`src/hdl/aopc_pkg.sv`:
```
// Constants, register map and types for the audio output path control block
package aopc_pkg;
   localparam int CLK_MHZ = 25;
   localparam int AW = 4;
   localparam int DW = 8;
   // Register offsets
   localparam logic [AW-1:0] REG_DRV = 4'h0;
   localparam logic [AW-1:0] REG_PATH = 4'h1;
   localparam logic [AW-1:0] REG_LO = 4'h2;
   localparam logic [AW-1:0] REG_MUTE = 4'h3;
   localparam logic [AW-1:0] REG_ENV = 4'h4;
   localparam logic [AW-1:0] REG_ENV2 = 4'h5;
   localparam logic [AW-1:0] REG_MSRC = 4'h6;
   localparam logic [AW-1:0] REG_DUTY0 = 4'h7;
   localparam logic [AW-1:0] REG_DUTY1 = 4'h8;
   localparam logic [AW-1:0] REG_LDO = 4'h9;
   localparam logic [AW-1:0] REG_STAT = 4'hA;
   // Field positions
   localparam int DRV_HFL = 0;
   localparam int DRV_HFR = 1;
   localparam int PATH_PAR = 4;
   localparam int LO_SRC = 2;
   localparam int MUTE_HSL = 0;
   localparam int MUTE_HSR = 1;
   localparam int MUTE_EAR = 2;
   localparam int ENV_EN = 0;
   localparam int ENV_MAN = 1;
   localparam int ENV_CLASSG = 2;
   // Reset values: everything disabled, pump on battery-side ball
   localparam logic [DW-1:0] RST_REG = 8'h00;
   localparam logic [6:0] RST_DUTY = 7'h32;
   // PWM and decay timing
   localparam int PWM_FULL_PCT = 100;
   localparam int PWM_STEP_NS = 1000;
   localparam int PWM_STEP_CYC = (PWM_STEP_NS * CLK_MHZ) / 1000;
   localparam int DECAY_TICK_US = 1000;
   localparam int DECAY_TICK_CYC = DECAY_TICK_US * CLK_MHZ;
   // Envelope supply state, Gray order
   typedef enum logic [0:0] {AOPC_ON_BAT = 1'b0, AOPC_ON_LOW = 1'b1} aopc_sup_t;
endpackage

```
`src/hdl/aopc_top.sv`:
```
// Audio output path control: registers, line-out, motor PWM and pump supply select
//
// The placing of the registers and the strobed register port were decided locally.
module aopc_top
   import aopc_pkg::*;
#(
   parameter int DECAY_CYC = DECAY_TICK_CYC,
   parameter int PWM_CYC = PWM_STEP_CYC
)(
   input wire logic mclk_i,
   input wire logic rst_b_i,
   input wire logic [aopc_pkg::AW-1:0] addr_i,
   input wire logic [aopc_pkg::DW-1:0] wdata_i,
   input wire logic wr_i,
   input wire logic rd_i,
   input wire logic [3:0] env_level_i,
   output logic [aopc_pkg::DW-1:0] rdata_o,
   output logic [1:0] handsfree_driver_enable_o,
   output logic [1:0] motor_driver_enable_o,
   output logic [1:0] handsfree_path_enable_o,
   output logic [1:0] motor_path_enable_o,
   output logic handsfree_parallel_outputs_o,
   output logic [1:0] motor_from_regs_o,
   output logic [1:0] motor_pwm_pos_o,
   output logic [1:0] motor_pwm_neg_o,
   output logic [1:0] lineout_enable_o,
   output logic lineout_source_select_o,
   output logic [1:0] lineout_mute_o,
   output logic envelope_detect_run_o,
   output logic pump_low_supply_o,
   output logic audio_ldo_enable_o
);
   typedef struct packed
   {
      logic [3:0] drv;
      logic [4:0] path;
      logic [2:0] lo;
      logic [2:0] mute;
      logic [7:0] env;
      logic [7:0] env2;
      logic [1:0] msrc;
      logic [6:0] duty0;
      logic [6:0] duty1;
      logic ldo;
      logic [DW-1:0] rdata;
      logic [1:0] hf_drv_o;
      logic [1:0] m_drv_o;
      logic [1:0] hf_path_o;
      logic [1:0] m_path_o;
      logic par_o;
      logic [1:0] msrc_o;
      logic [1:0] lo_o;
      logic lo_src_o;
      logic [1:0] lo_mute_o;
      logic run_o;
      logic low_o;
      logic ldo_o;
      logic [31:0] dcnt;
      logic [31:0] pcnt;
      logic dtick;
      logic ptick;
   } aopc_top_st_t;

   aopc_top_st_t s_q, s_d;
   logic env_low;
   logic [1:0] pwm_pos, pwm_neg;
   logic [1:0] pwm_en;

   ////////////////////////////////////////////////////////////////
   // Register writes, dividers and output stage control
   always_comb
   begin
      s_d = s_q;
      // Slow enables for decay timing and PWM steps
      s_d.dtick = 1'b0;
      s_d.ptick = 1'b0;
      if (s_q.dcnt >= 32'(DECAY_CYC - 1))
      begin
         s_d.dcnt = 32'h0000_0000;
         s_d.dtick = 1'b1;
      end
      else
         s_d.dcnt = s_q.dcnt + 32'h0000_0001;
      if (s_q.pcnt >= 32'(PWM_CYC - 1))
      begin
         s_d.pcnt = 32'h0000_0000;
         s_d.ptick = 1'b1;
      end
      else
         s_d.pcnt = s_q.pcnt + 32'h0000_0001;
      // Software writes
      if (wr_i)
      begin
         case (addr_i)
            REG_DRV: s_d.drv = wdata_i[3:0];
            REG_PATH: s_d.path = wdata_i[4:0];
            REG_LO: s_d.lo = wdata_i[2:0];
            REG_MUTE: s_d.mute = wdata_i[2:0];
            REG_ENV: s_d.env = wdata_i;
            REG_ENV2: s_d.env2 = wdata_i;
            REG_MSRC: s_d.msrc = wdata_i[1:0];
            REG_DUTY0: s_d.duty0 = wdata_i[6:0];
            REG_DUTY1: s_d.duty1 = wdata_i[6:0];
            REG_LDO: s_d.ldo = wdata_i[0];
            default: s_d.ldo = s_q.ldo;
         endcase
      end
      // Read data stands in the cycle after the strobe only
      s_d.rdata = '0;
      if (rd_i)
      begin
         case (addr_i)
            REG_DRV: s_d.rdata = {4'h0, s_q.drv};
            REG_PATH: s_d.rdata = {3'h0, s_q.path};
            REG_LO: s_d.rdata = {5'h00, s_q.lo};
            REG_MUTE: s_d.rdata = {5'h00, s_q.mute};
            REG_ENV: s_d.rdata = s_q.env;
            REG_ENV2: s_d.rdata = s_q.env2;
            REG_MSRC: s_d.rdata = {6'h00, s_q.msrc};
            REG_DUTY0: s_d.rdata = {1'b0, s_q.duty0};
            REG_DUTY1: s_d.rdata = {1'b0, s_q.duty1};
            REG_LDO: s_d.rdata = {7'h00, s_q.ldo};
            REG_STAT: s_d.rdata = {4'h0, s_q.lo_o, s_q.run_o, s_q.low_o};
            default: s_d.rdata = '0;
         endcase
      end
      // Driver and path enables, each from its own bit
      s_d.hf_drv_o = s_q.drv[1:0];
      s_d.m_drv_o = s_q.drv[3:2];
      s_d.hf_path_o = s_q.path[1:0];
      s_d.m_path_o = s_q.path[3:2];
      // Right output follows the left channel when paralleled
      s_d.par_o = s_q.path[PATH_PAR];
      s_d.msrc_o = s_q.msrc;
      // Line-out only with both hands-free drivers off
      s_d.lo_o = (s_q.drv[DRV_HFL] || s_q.drv[DRV_HFR]) ? 2'b00 : s_q.lo[1:0];
      s_d.lo_src_o = s_q.lo[LO_SRC];
      // Mute follows the DAC that feeds each channel
      if (s_q.lo[LO_SRC])
         s_d.lo_mute_o = {2{s_q.mute[MUTE_EAR]}};
      else
         s_d.lo_mute_o = {s_q.mute[MUTE_HSR], s_q.mute[MUTE_HSL]};
      // Pump supply: AB keeps battery, class G follows envelope or manual bit
      s_d.run_o = s_q.env[ENV_EN];
      if (!s_q.env[ENV_CLASSG])
         s_d.low_o = 1'b0;
      else if (s_q.env[ENV_EN])
         s_d.low_o = env_low;
      else
         s_d.low_o = s_q.env[ENV_MAN];
      s_d.ldo_o = s_q.ldo;
   end

   ////////////////////////////////////////////////////////////////
   // State register, everything disabled at reset
   always_ff @(posedge mclk_i or negedge rst_b_i)
   begin
      if (!rst_b_i)
      begin
         s_q <= '0;
         s_q.duty0 <= RST_DUTY;
         s_q.duty1 <= RST_DUTY;
      end
      else
         s_q <= s_d;
   end

   ////////////////////////////////////////////////////////////////
   // Envelope detector, running only while enabled
   aopc_envdet u_envdet (
      .mclk_i(mclk_i),
      .rst_b_i(rst_b_i),
      .run_i(s_q.env[ENV_EN]),
      .tick_i(s_q.dtick),
      .level_i(env_level_i),
      .hthr_i(s_q.env[7:4]),
      .lthr_i(s_q.env2[3:0]),
      .decay_i(s_q.env2[7:4]),
      .low_o(env_low)
   );

   ////////////////////////////////////////////////////////////////
   // Motor PWM generators in register-driven mode
   assign pwm_en = s_q.msrc & s_q.drv[3:2];

   aopc_pwm u_pwm0 (
      .mclk_i(mclk_i),
      .rst_b_i(rst_b_i),
      .en_i(pwm_en[0]),
      .tick_i(s_q.ptick),
      .duty_i(s_q.duty0),
      .pos_o(pwm_pos[0]),
      .neg_o(pwm_neg[0])
   );

   aopc_pwm u_pwm1 (
      .mclk_i(mclk_i),
      .rst_b_i(rst_b_i),
      .en_i(pwm_en[1]),
      .tick_i(s_q.ptick),
      .duty_i(s_q.duty1),
      .pos_o(pwm_pos[1]),
      .neg_o(pwm_neg[1])
   );

   ////////////////////////////////////////////////////////////////
   // Outputs
   assign rdata_o = s_q.rdata;
   assign handsfree_driver_enable_o = s_q.hf_drv_o;
   assign motor_driver_enable_o = s_q.m_drv_o;
   assign handsfree_path_enable_o = s_q.hf_path_o;
   assign motor_path_enable_o = s_q.m_path_o;
   assign handsfree_parallel_outputs_o = s_q.par_o;
   assign motor_from_regs_o = s_q.msrc_o;
   assign motor_pwm_pos_o = pwm_pos;
   assign motor_pwm_neg_o = pwm_neg;
   assign lineout_enable_o = s_q.lo_o;
   assign lineout_source_select_o = s_q.lo_src_o;
   assign lineout_mute_o = s_q.lo_mute_o;
   assign envelope_detect_run_o = s_q.run_o;
   assign pump_low_supply_o = s_q.low_o;
   assign audio_ldo_enable_o = s_q.ldo_o;

   ////////////////////////////////////////////////////////////////
   // Checks
   property p_lo_excl;
      @(posedge mclk_i) disable iff (!rst_b_i)
      lineout_enable_o != 2'b00 |-> handsfree_driver_enable_o == 2'b00;
   endproperty
   a_lo_excl: assert property (p_lo_excl) else $error("line-out while hands-free driven");

   property p_ab_bat;
      @(posedge mclk_i) disable iff (!rst_b_i)
      !s_q.env[ENV_CLASSG] |=> !pump_low_supply_o;
   endproperty
   a_ab_bat: assert property (p_ab_bat) else $error("class AB left the battery ball");

   property p_manual;
      @(posedge mclk_i) disable iff (!rst_b_i)
      s_q.env[ENV_CLASSG] && !s_q.env[ENV_EN] |=> pump_low_supply_o == $past(s_q.env[ENV_MAN]);
   endproperty
   a_manual: assert property (p_manual) else $error("manual pump select ignored");

   property p_run;
      @(posedge mclk_i) disable iff (!rst_b_i)
      wr_i && addr_i == REG_ENV ##1 1'b1 |=> envelope_detect_run_o == $past(wdata_i[ENV_EN], 2);
   endproperty
   a_run: assert property (p_run) else $error("detector run does not follow enable");

   property p_mono_mute;
      @(posedge mclk_i) disable iff (!rst_b_i)
      s_q.lo[LO_SRC] && s_q.mute[MUTE_EAR] |=> lineout_mute_o == 2'b11;
   endproperty
   a_mono_mute: assert property (p_mono_mute) else $error("mono line-out not muted");

   property p_par;
      @(posedge mclk_i) disable iff (!rst_b_i)
      wr_i && addr_i == REG_PATH |=> ##1 handsfree_parallel_outputs_o == $past(wdata_i[PATH_PAR], 2);
   endproperty
   a_par: assert property (p_par) else $error("parallel output bit not applied");

   property p_drv;
      @(posedge mclk_i) disable iff (!rst_b_i)
      wr_i && addr_i == REG_DRV |=> ##1 {motor_driver_enable_o, handsfree_driver_enable_o} == $past(wdata_i[3:0], 2);
   endproperty
   a_drv: assert property (p_drv) else $error("driver enables not applied");

   property p_path;
      @(posedge mclk_i) disable iff (!rst_b_i)
      wr_i && addr_i == REG_PATH |=> ##1 {motor_path_enable_o, handsfree_path_enable_o} == $past(wdata_i[3:0], 2);
   endproperty
   a_path: assert property (p_path) else $error("path enables not applied");

   property p_msrc;
      @(posedge mclk_i) disable iff (!rst_b_i)
      wr_i && addr_i == REG_MSRC |=> ##1 motor_from_regs_o == $past(wdata_i[1:0], 2);
   endproperty
   a_msrc: assert property (p_msrc) else $error("motor source select not applied");

   property p_pwm_idle;
      @(posedge mclk_i) disable iff (!rst_b_i)
      !pwm_en[0] |=> !motor_pwm_pos_o[0] && !motor_pwm_neg_o[0];
   endproperty
   a_pwm_idle: assert property (p_pwm_idle) else $error("motor 0 driven while register mode is off");

   property p_lo_pass;
      @(posedge mclk_i) disable iff (!rst_b_i)
      !s_q.drv[DRV_HFL] && !s_q.drv[DRV_HFR] |=> lineout_enable_o == $past(s_q.lo[1:0]);
   endproperty
   a_lo_pass: assert property (p_lo_pass) else $error("line-out enable not passed through");

   property p_lo_src;
      @(posedge mclk_i) disable iff (!rst_b_i)
      wr_i && addr_i == REG_LO |=> ##1 lineout_source_select_o == $past(wdata_i[LO_SRC], 2);
   endproperty
   a_lo_src: assert property (p_lo_src) else $error("line-out source select not applied");

   property p_stereo_mute;
      @(posedge mclk_i) disable iff (!rst_b_i)
      !s_q.lo[LO_SRC] |=> lineout_mute_o[0] == $past(s_q.mute[MUTE_HSL]) && lineout_mute_o[1] == $past(s_q.mute[MUTE_HSR]);
   endproperty
   a_stereo_mute: assert property (p_stereo_mute) else $error("stereo line-out mute wrong");

   property p_env_follow;
      @(posedge mclk_i) disable iff (!rst_b_i)
      s_q.env[ENV_CLASSG] && s_q.env[ENV_EN] |=> pump_low_supply_o == $past(env_low);
   endproperty
   a_env_follow: assert property (p_env_follow) else $error("pump supply does not follow envelope");

   property p_rd_once;
      @(posedge mclk_i) disable iff (!rst_b_i)
      !rd_i |=> rdata_o == '0;
   endproperty
   a_rd_once: assert property (p_rd_once) else $error("read data outside its cycle");
endmodule

```
`src/hdl/aopc_pwm.sv`:
```
// Register-driven complementary PWM generator for one motor output
module aopc_pwm
   import aopc_pkg::*;
#(
   parameter int STEPS = PWM_FULL_PCT
)(
   input wire logic mclk_i,
   input wire logic rst_b_i,
   input wire logic en_i,
   input wire logic tick_i,
   input wire logic [6:0] duty_i,
   output logic pos_o,
   output logic neg_o
);
   typedef struct packed
   {
      logic [6:0] cnt;
      logic pos;
      logic neg;
   } aopc_pwm_st_t;

   aopc_pwm_st_t s_q, s_d;
   logic [6:0] duty_c;

   ////////////////////////////////////////////////////////////////
   // Step counter and complementary outputs
   always_comb
   begin
      s_d = s_q;
      duty_c = (duty_i > 7'(STEPS)) ? 7'(STEPS) : duty_i;
      if (!en_i)
      begin
         s_d = '0;
      end
      else if (tick_i)
      begin
         s_d.cnt = (s_q.cnt == 7'(STEPS - 1)) ? 7'h00 : s_q.cnt + 7'h01;
         s_d.pos = (s_q.cnt < duty_c);
         s_d.neg = !(s_q.cnt < duty_c);
      end
   end

   always_ff @(posedge mclk_i or negedge rst_b_i)
   begin
      if (!rst_b_i)
         s_q <= '0;
      else
         s_q <= s_d;
   end

   assign pos_o = s_q.pos;
   assign neg_o = s_q.neg;

   ////////////////////////////////////////////////////////////////
   // Checks
   property p_pwm_compl;
      @(posedge mclk_i) disable iff (!rst_b_i)
      en_i && tick_i |=> pos_o != neg_o;
   endproperty
   a_pwm_compl: assert property (p_pwm_compl) else $error("pwm shares not complementary");

   property p_pwm_zero;
      @(posedge mclk_i) disable iff (!rst_b_i)
      en_i && tick_i && duty_i == 7'h00 |=> !pos_o && neg_o;
   endproperty
   a_pwm_zero: assert property (p_pwm_zero) else $error("zero positive share drives positive");
endmodule

```
`src/hdl/aopc_envdet.sv`:
```
// Envelope detector selecting the negative charge pump supply ball
module aopc_envdet
   import aopc_pkg::*;
(
   input wire logic mclk_i,
   input wire logic rst_b_i,
   input wire logic run_i,
   input wire logic tick_i,
   input wire logic [3:0] level_i,
   input wire logic [3:0] hthr_i,
   input wire logic [3:0] lthr_i,
   input wire logic [3:0] decay_i,
   output logic low_o
);
   typedef struct packed
   {
      aopc_sup_t sup;
      logic [3:0] cnt;
   } aopc_env_st_t;

   aopc_env_st_t s_q, s_d;

   ////////////////////////////////////////////////////////////////
   // Fast attack to battery, slow decay back to low supply
   always_comb
   begin
      s_d = s_q;
      if (!run_i)
      begin
         s_d.sup = AOPC_ON_BAT;
         s_d.cnt = 4'h0;
      end
      else if (level_i > hthr_i)
      begin
         s_d.sup = AOPC_ON_BAT;
         s_d.cnt = 4'h0;
      end
      else
      begin
         case (s_q.sup)
            AOPC_ON_BAT:
            begin
               if (level_i >= lthr_i)
                  s_d.cnt = 4'h0;
               else if (tick_i)
               begin
                  if (s_q.cnt >= decay_i)
                  begin
                     s_d.sup = AOPC_ON_LOW;
                     s_d.cnt = 4'h0;
                  end
                  else
                     s_d.cnt = s_q.cnt + 4'h1;
               end
            end
            AOPC_ON_LOW:
               s_d.cnt = 4'h0;
            default:
               s_d = '0;
         endcase
      end
   end

   always_ff @(posedge mclk_i or negedge rst_b_i)
   begin
      if (!rst_b_i)
         s_q <= '0;
      else
         s_q <= s_d;
   end

   assign low_o = (s_q.sup == AOPC_ON_LOW);

   ////////////////////////////////////////////////////////////////
   // Checks
   property p_env_attack;
      @(posedge mclk_i) disable iff (!rst_b_i)
      run_i && level_i > hthr_i |=> !low_o;
   endproperty
   a_env_attack: assert property (p_env_attack) else $error("no immediate switch to battery");

   property p_env_hold;
      @(posedge mclk_i) disable iff (!rst_b_i)
      !low_o && !tick_i |=> !low_o;
   endproperty
   a_env_hold: assert property (p_env_hold) else $error("low supply taken without decay tick");
endmodule

```
`config.mk`:
```
export PLATFORM = sky130hd
export DESIGN_NAME = aopc_top
export DESIGN_NICKNAME = d
export VERILOG_FILES = /design/src/hdl/aopc_pkg.sv /design/src/hdl/aopc_top.sv /design/src/hdl/aopc_pwm.sv /design/src/hdl/aopc_envdet.sv
export SDC_FILE = /design/constraint.sdc
export NUM_CORES = 1
export LEC_CHECK = 0
export BUFFER_PORTS_ARGS = -buffer_cell sky130_fd_sc_hd__buf_4
export CORE_ASPECT_RATIO = 0.9
export CORE_MARGIN = 1.5
export CORE_UTILIZATION = 65
export CTS_CLUSTER_DIAMETER = 40
export DETAILED_ROUTE_END_ITERATION = 10
export GPL_TIMING_DRIVEN = 0
export PLACE_DENSITY = 0.88
export SYNTH_ARGS = -nofsm -noshare
export SYNTH_HDL_FRONTEND = slang
export SYNTH_SLANG_ARGS = --single-unit
```
`constraint.sdc`:
```
create_clock -name mclk_i -period 4.62 [get_ports mclk_i]
set_input_delay 0.924 -clock mclk_i [delete_from_list [all_inputs] [get_ports mclk_i]]
set_output_delay 0.924 -clock mclk_i [all_outputs]
set_load 0.01 [all_outputs]
```
==> results of run 1 <==
## power by group through the flow
stage	combinational, mW	sequential [mW]	clock (mW)
global route	0.686	1.78	1.43
finish	0.624	1.76	1.35
global placement	0.564	1.77	0
floorplan	0.399	1.73	0
CTS	0.621	1.76	1.37
detailed placement	0.599	1.78	0
## layout by cell type (no fill, tap or decap), types with 17 or more instances in the layout
master	n
nand2_1	50
buf_4	75
o21ai_0	33
mux2_2	34
clkbuf_16	17
dfrtp_1	158
ha_1	30
conb_1	44
inv_1	25
nor2_1	50
a21oi_1	18
nand3_1	25
## flip-flops by register name (all words and copies together) (netlist names), 4 cells and up
signal	flops
rdata_o	8
s_d	14
s_q	100
u_envdet.s_q	4
u_pwm0.s_q	7
u_pwm1.s_q	7
## metrics by stage
stage                     utilization (%)  setup WS [ns]  instances  cell area [um^2]  power [mW]
final                                79.2           2.31        909              8640        3.74
after global routing                 79.2           2.20        909              8640        3.89
after CTS                            79.2           2.36        909              8640        3.75
after detailed placement             74.0           2.01        879              8070        2.38
after global placement               73.8           1.91        878              8040        2.33
after floorplan                         -           2.19        679              7500        2.13
## area by class of cell
cell class,count,area [um^2]
repair buffers,48,384
flip-flops and latches,164,4110
clock buffers,19,453
multi-input cells,445,3000
plain buffers,45,293
clock inverters,11,111
well taps,152,190
inverters,25,93.8
fillers,639,2260
## worst paths after layout
check,from,to,slack [ns],cells after the start
max,s_q[97]$_DFFE_PN0P_,u_pwm1.pos_o$_DFFE_PN0P_,2.31,8
max reg2reg,s_q[97]$_DFFE_PN0P_,u_pwm1.pos_o$_DFFE_PN0P_,2.31,8
min,s_d[78]$_DFFE_PN0P_,motor_path_enable_o[1]$_DFF_PN0_,0.40,0
max in group asynchronous,rst_b_i,s_q[106]$_DFFE_PN1P_,3.25,2
min in group asynchronous,rst_b_i,s_q[6]$_DFF_PN0_,0.51,1
min reg2reg,s_d[78]$_DFFE_PN0P_,motor_path_enable_o[1]$_DFF_PN0_,0.40,0
## routing by layer
metal	wire length, um	share of wire [%]
met1	6370	40
met2	8160	51
met3	1090	6.8
met4	326	2.0
met5	0	0
## cells by family (layout without fill, tap and decap cells)
logic type                 after synthesis  in the layout  synth area share [%]
AOI/OAI and AO/OA                       96             96                  8.66
muxes                                   50             50                  7.93
adders and majority gates               30             30                  5.12
and+or+nand+nor                        208            208                  14.9
buffers and inverters                   70            148                  5.27
other                                    1             44                0.0511
DFF                                    164            164                  56.0
xor gates and xnor gates                17             17                  2.03
==> results.toml, run 1 <==
[synth]
synth_ff_type = "dfrtp_1"
yosys.cell_types.count = 69
synth_warnings = 0
yosys.area.top_type = "dfrtp_1"
avgSynthCellArea_um2 = 11.5
yosysSeqAreaShare_pct = 56.0
synth.ff_latch_count = 164
yosys.area.top_type_share_pct = 53.9
synth.area.top_cells = "dfrtp_1 54%, mux2_2 5.2%, ha_1 5.1%"
syn_area_mm2 = 0.00734
yosysMostFrequentCell = "dfrtp_1"
synthCells = 636
synth_edf_count = 0
async_reset_ff_share_pct = 100
synth_common_cells = "158 x dfrtp_1, 50 x nand2_1, 50 x nor2_1"

[sta]
rsz0062_at_grt = "no"
clock.fmax_ghz = 0.433
min_period_ns = 2.31
finClkSkew_ns = 0.00662
relSlewSlack_pct = 56.9
slew_viol_final = 0
timing.final.crit_share_pct = 50.0
hold_viol_final = 0
finalHoldWorstSlack_ns = 0.405
setup_viol = 0
tns_ns = 0
tightest_slew_ns = 0.647

[setup_path]
max_stage_delay_ns = 0.54
crit_fanout = 5
crit_slowest_cell = "o311ai_0"
worstPathArrival_ns = 2.64
worstSetupStartpointType = "register"
cpMostUsedCell = "o21ai_0"
cp_cell_sequence = "o311ai_0 > nand2_1 > ha_1 > o21ai_0 > a31oi_1 > o21ai_0 > nand4b_1 > o21ai_0"
critPathTopFamily = "compound AO/OA/AOI/OAI gates"
critical_path_required_ns = 4.95
critPathBufInv = 0
crit_path_end_kind = "register"
path_class = "register to register"

[place]
post-dp-hpwl_um = 10500
gp_congestion = 0.884
io_buffers = 47

[cells_and_area]
diodes = 0
drive_above_1_share_pct = 23.0
fin_nets = 796
areaGrowthSynthToFinish_pct = 17.7

[cts]
root_buffer = "clkbuf_16"
cts.clk_slew.worst_paths_ns = 0.06
cts_hold_buffers = 0
numCtsBuffers = 17
cts_setup_buffers = 0
clockBufferDepth = 2
clkSinkCount = 164
clk_latency_ns = 0.43
htreeDepth = 4
cts_resized = 0
cts_tree = "yes"

[power]
p_int_mw = 2.74
p_per_area_mw_per_mm2 = 433
p_sw_mw = 0.998
sequentialPowerShare_pct = 47.2
p_clk_share_pct = 36.2
swShare_pct = 26.7
max-vdd-ir-drop_mv = 0.268
p_leak_nw = 4.04
pwr-share-comb_pct = 16.7

[global_route]
grtUsageMet1_pct = 36.1
grt_pass1_vias = 5467
antenna_found_initial = 0
use_met3_pct = 8.60
top_usage_layer = "met2"
grtUsageMet2_pct = 47.7
grt_start_max_net_pins = 95
gr-total-overflow = 0
grt_usage_pct = 29.0
grt_pass1_wl_um = 26500

[hold_path]
hp-class = "register to register"

[floorplanning]
die_h_um = 104
dieArea_mm2 = 0.0119
die_w_um = 115
io_pins = 51
core_area_mm2 = 0.0109
initial_utilization_pct = 67.3
row_count = 36

[job]
max_cap_violations = 0

[drt]
postRouteAntennaNets = 0
drt_iter0_markers = 597
vias_per_cell = 5.86
num_vias = 5324
drc = 0
wl_per_cell_um = 17.5
drt_pass1_iterations = 5
wl_um = 15900

[run_status]
status = "finished clean"
No activity file was read; power rests on OpenSTA's default activity.
==> inputs of run 2 (changes only) <==
--- a/config.mk
+++ b/config.mk
@@ -8,11 +8,11 @@
 export BUFFER_PORTS_ARGS = -buffer_cell sky130_fd_sc_hd__buf_4
 export CORE_ASPECT_RATIO = 0.9
 export CORE_MARGIN = 1.5
-export CORE_UTILIZATION = 65
+export CORE_UTILIZATION = 60
 export CTS_CLUSTER_DIAMETER = 40
 export DETAILED_ROUTE_END_ITERATION = 10
 export GPL_TIMING_DRIVEN = 0
-export PLACE_DENSITY = 0.88
+export PLACE_DENSITY = 0.82
 export SYNTH_ARGS = -nofsm -noshare
 export SYNTH_HDL_FRONTEND = slang
 export SYNTH_SLANG_ARGS = --single-unit
==> constraint.sdc (replaced) <==
create_clock -name mclk_i -period 2.3 [get_ports mclk_i]
set_input_delay 0.46 -clock mclk_i [delete_from_list [all_inputs] [get_ports mclk_i]]
set_output_delay 0.46 -clock mclk_i [all_outputs]
set_load 0.01 [all_outputs]
==> run 2 against run 1 <==
  * Count of clock-buffer cells in the layout is the same
  * Non-clock buffer count is the same
  * Clock power increased by 110%
==> results.toml, run 2 (same netlist as run 1, synthesis figures left out) <==
[drt]
wl_per_cell_um = 17.0
drt_pass1_iterations = 7
postRouteAntennaNets = 0
drt-met1-wl_um = 6570
num_vias = 5213
wl_met2_um = 7790
vias_per_cell = 5.67
drt_iter0_markers = 488
drc = 0
wl_um = 15600
routed.top_layer = "met4"
met3_length_um = 853

[cells_and_area]
final_cell_mix = "158 x dfrtp_1, 75 x buf_4, 50 x nand2_1, 50 x nor2_1, 44 x conb_1"
seq_area_mm2 = 0.00411
final_common_cell = "dfrtp_1"
multiInputGateArea_mm2 = 0.00301
regMostFlops = "s_q"
largest_reg_flops = 100
utilization_pct = 72.6
drive_above_1_share_pct = 23.4
n_fill_cell = 838
areaGrowthSynthToFinish_pct = 18.5
fin_nets = 796

[power]
p_per_area_mw_per_mm2 = 874
p_leak_nw = 4.05
max-vdd-ir-drop_mv = 0.639
totalPowerFinal_mw = 7.60

[sta]
clock.fmax_ghz = 0.475
timing.final.crit_share_pct = 91.6
min_period_ns = 2.11
hold_viol_final = 0
relSlewSlack_pct = 58.3
finClkSkew_ns = 0.00452
setup_viol = 0
tns_ns = 0
tightest_slew_ns = 0.626
slew_viol_final = 0

[floorplanning]
core_area_mm2 = 0.0120
io_pins = 51
die_w_um = 120
initial_utilization_pct = 61.2
die_h_um = 108
row_count = 38
dieArea_mm2 = 0.0129

[setup_path]
r2r_slack_ns = 0.19
worstPathArrival_ns = 2.41
rr_startpoint = "s_q[104]$_DFFE_PN0P_"
crit_path_end_kind = "register"
critical_path_required_ns = 2.60
crit_fanout = 5
path_class = "register to register"
timing.rr.end = "u_pwm0.neg_o$_DFFE_PN0P_"
crit_path_start = "s_q[104]$_DFFE_PN0P_"
r2r_cells = 8
worstSetupStartpointType = "register"

[cts]
clockBufferDepth = 2
htreeDepth = 4
cts.clk_slew.worst_paths_ns = 0.06
cts_tree = "yes"
numCtsBuffers = 17
clk_latency_ns = 0.42
root_buffer = "clkbuf_16"
clkSinkCount = 164

[place]
post-dp-hpwl_um = 10500
gp_congestion = 0.885
io_buffers = 47

[global_route]
grt_pass1_wl_um = 25000
grt_pass1_vias = 5055
gr-total-overflow = 0
grt_start_max_net_pins = 98
grt_usage_pct = 25.3
antenna_found_initial = 1

[job]
max_cap_violations = 0

[run_status]
status = "finished clean"

[hold_path]
hp-class = "input port to asynchronous set/reset pin"
==> run 2: stage by stage <==
step / std cells / setup slack [ns] / cell area [um^2] / hold slack, ns
6_report: 919 / 0.193 / 8690 / 0.0210
5_1_grt: 919 / -0.00209 / 8690 / 0.0738
4_1_cts: 918 / 0.0633 / 8680 / 0.0425
3_5_place_dp: 887 / 0.131 / 8080 / 0.389
3_3_place_gp: 886 / 0.0461 / 8050 / 0.392
2_1_floorplan: 679 / 0.337 / 7500 / 0.164
==> run 2: worst max-delay path by stage <==
stage / cells past startpoint / to / slack (ns)
after CTS: 8 / u_pwm0.neg_o$_DFFE_PN0P_ / 0.06
final: 8 / u_pwm0.neg_o$_DFFE_PN0P_ / 0.19
after detailed placement: 8 / u_pwm0.neg_o$_DFFE_PN0P_ / 0.13
after floorplan: 7 / u_envdet.s_q[3]$_DFFE_PN0P_ / 0.34
after global placement: 1 / s_q[35]$_DFF_PN0_ / 0.05
after global routing: 8 / u_pwm0.neg_o$_DFFE_PN0P_ / -0.002
==> run 2: power by group <==
| part | internal [mW] | switching, mW | total [mW] | leakage (nW) |
|---|---|---|---|---|
| sequential | 3.25 | 0.302 | 3.56 | 2.05 |
| combinational | 0.628 | 0.599 | 1.23 | 1.72 |
| clock | 1.67 | 1.15 | 2.82 | 0.288 |
==> run 2: final cells by class <==
class | count | share of cell area [%]
Sequential cell | 164 | 47.3
Clock buffer | 19 | 5.21
Tap cell | 160 | 2.30
Clock inverter | 12 | 1.66
Inverter | 25 | 1.08
Multi-Input combinational cell | 445 | 34.6
Buffer | 45 | 3.37
Timing Repair Buffer | 48 | 4.42
Antenna cell | 1 | 0.0288
==> run 2: repair_timing <==
item | 4_1_cts | 5_1_grt
setup buffers | 0 | 0
cloned | 0 | 0
setup endpoints to repair | 2 | 4
hold buffers | 0 | 0
gates resized for setup | 1 | 4
==> run 2: per-layer routing <==
metal,vias up,track usage [%]
met2,182,41.9
li1,2393,-
met3,43,6.67
met1,2595,32.5
met4,0,9.27
met5,-,0
==> run 2: worst max-delay path: stages (launching register included) <==
cell	delay, ns
dfrtp_1	0.44
o311ai_2	0.35
nand2_1	0.10
ha_1	0.28
o21ai_0	0.22
a21oi_1	0.09
o21ai_1	0.17
nand4b_1	0.16
nor3b_1	0.19
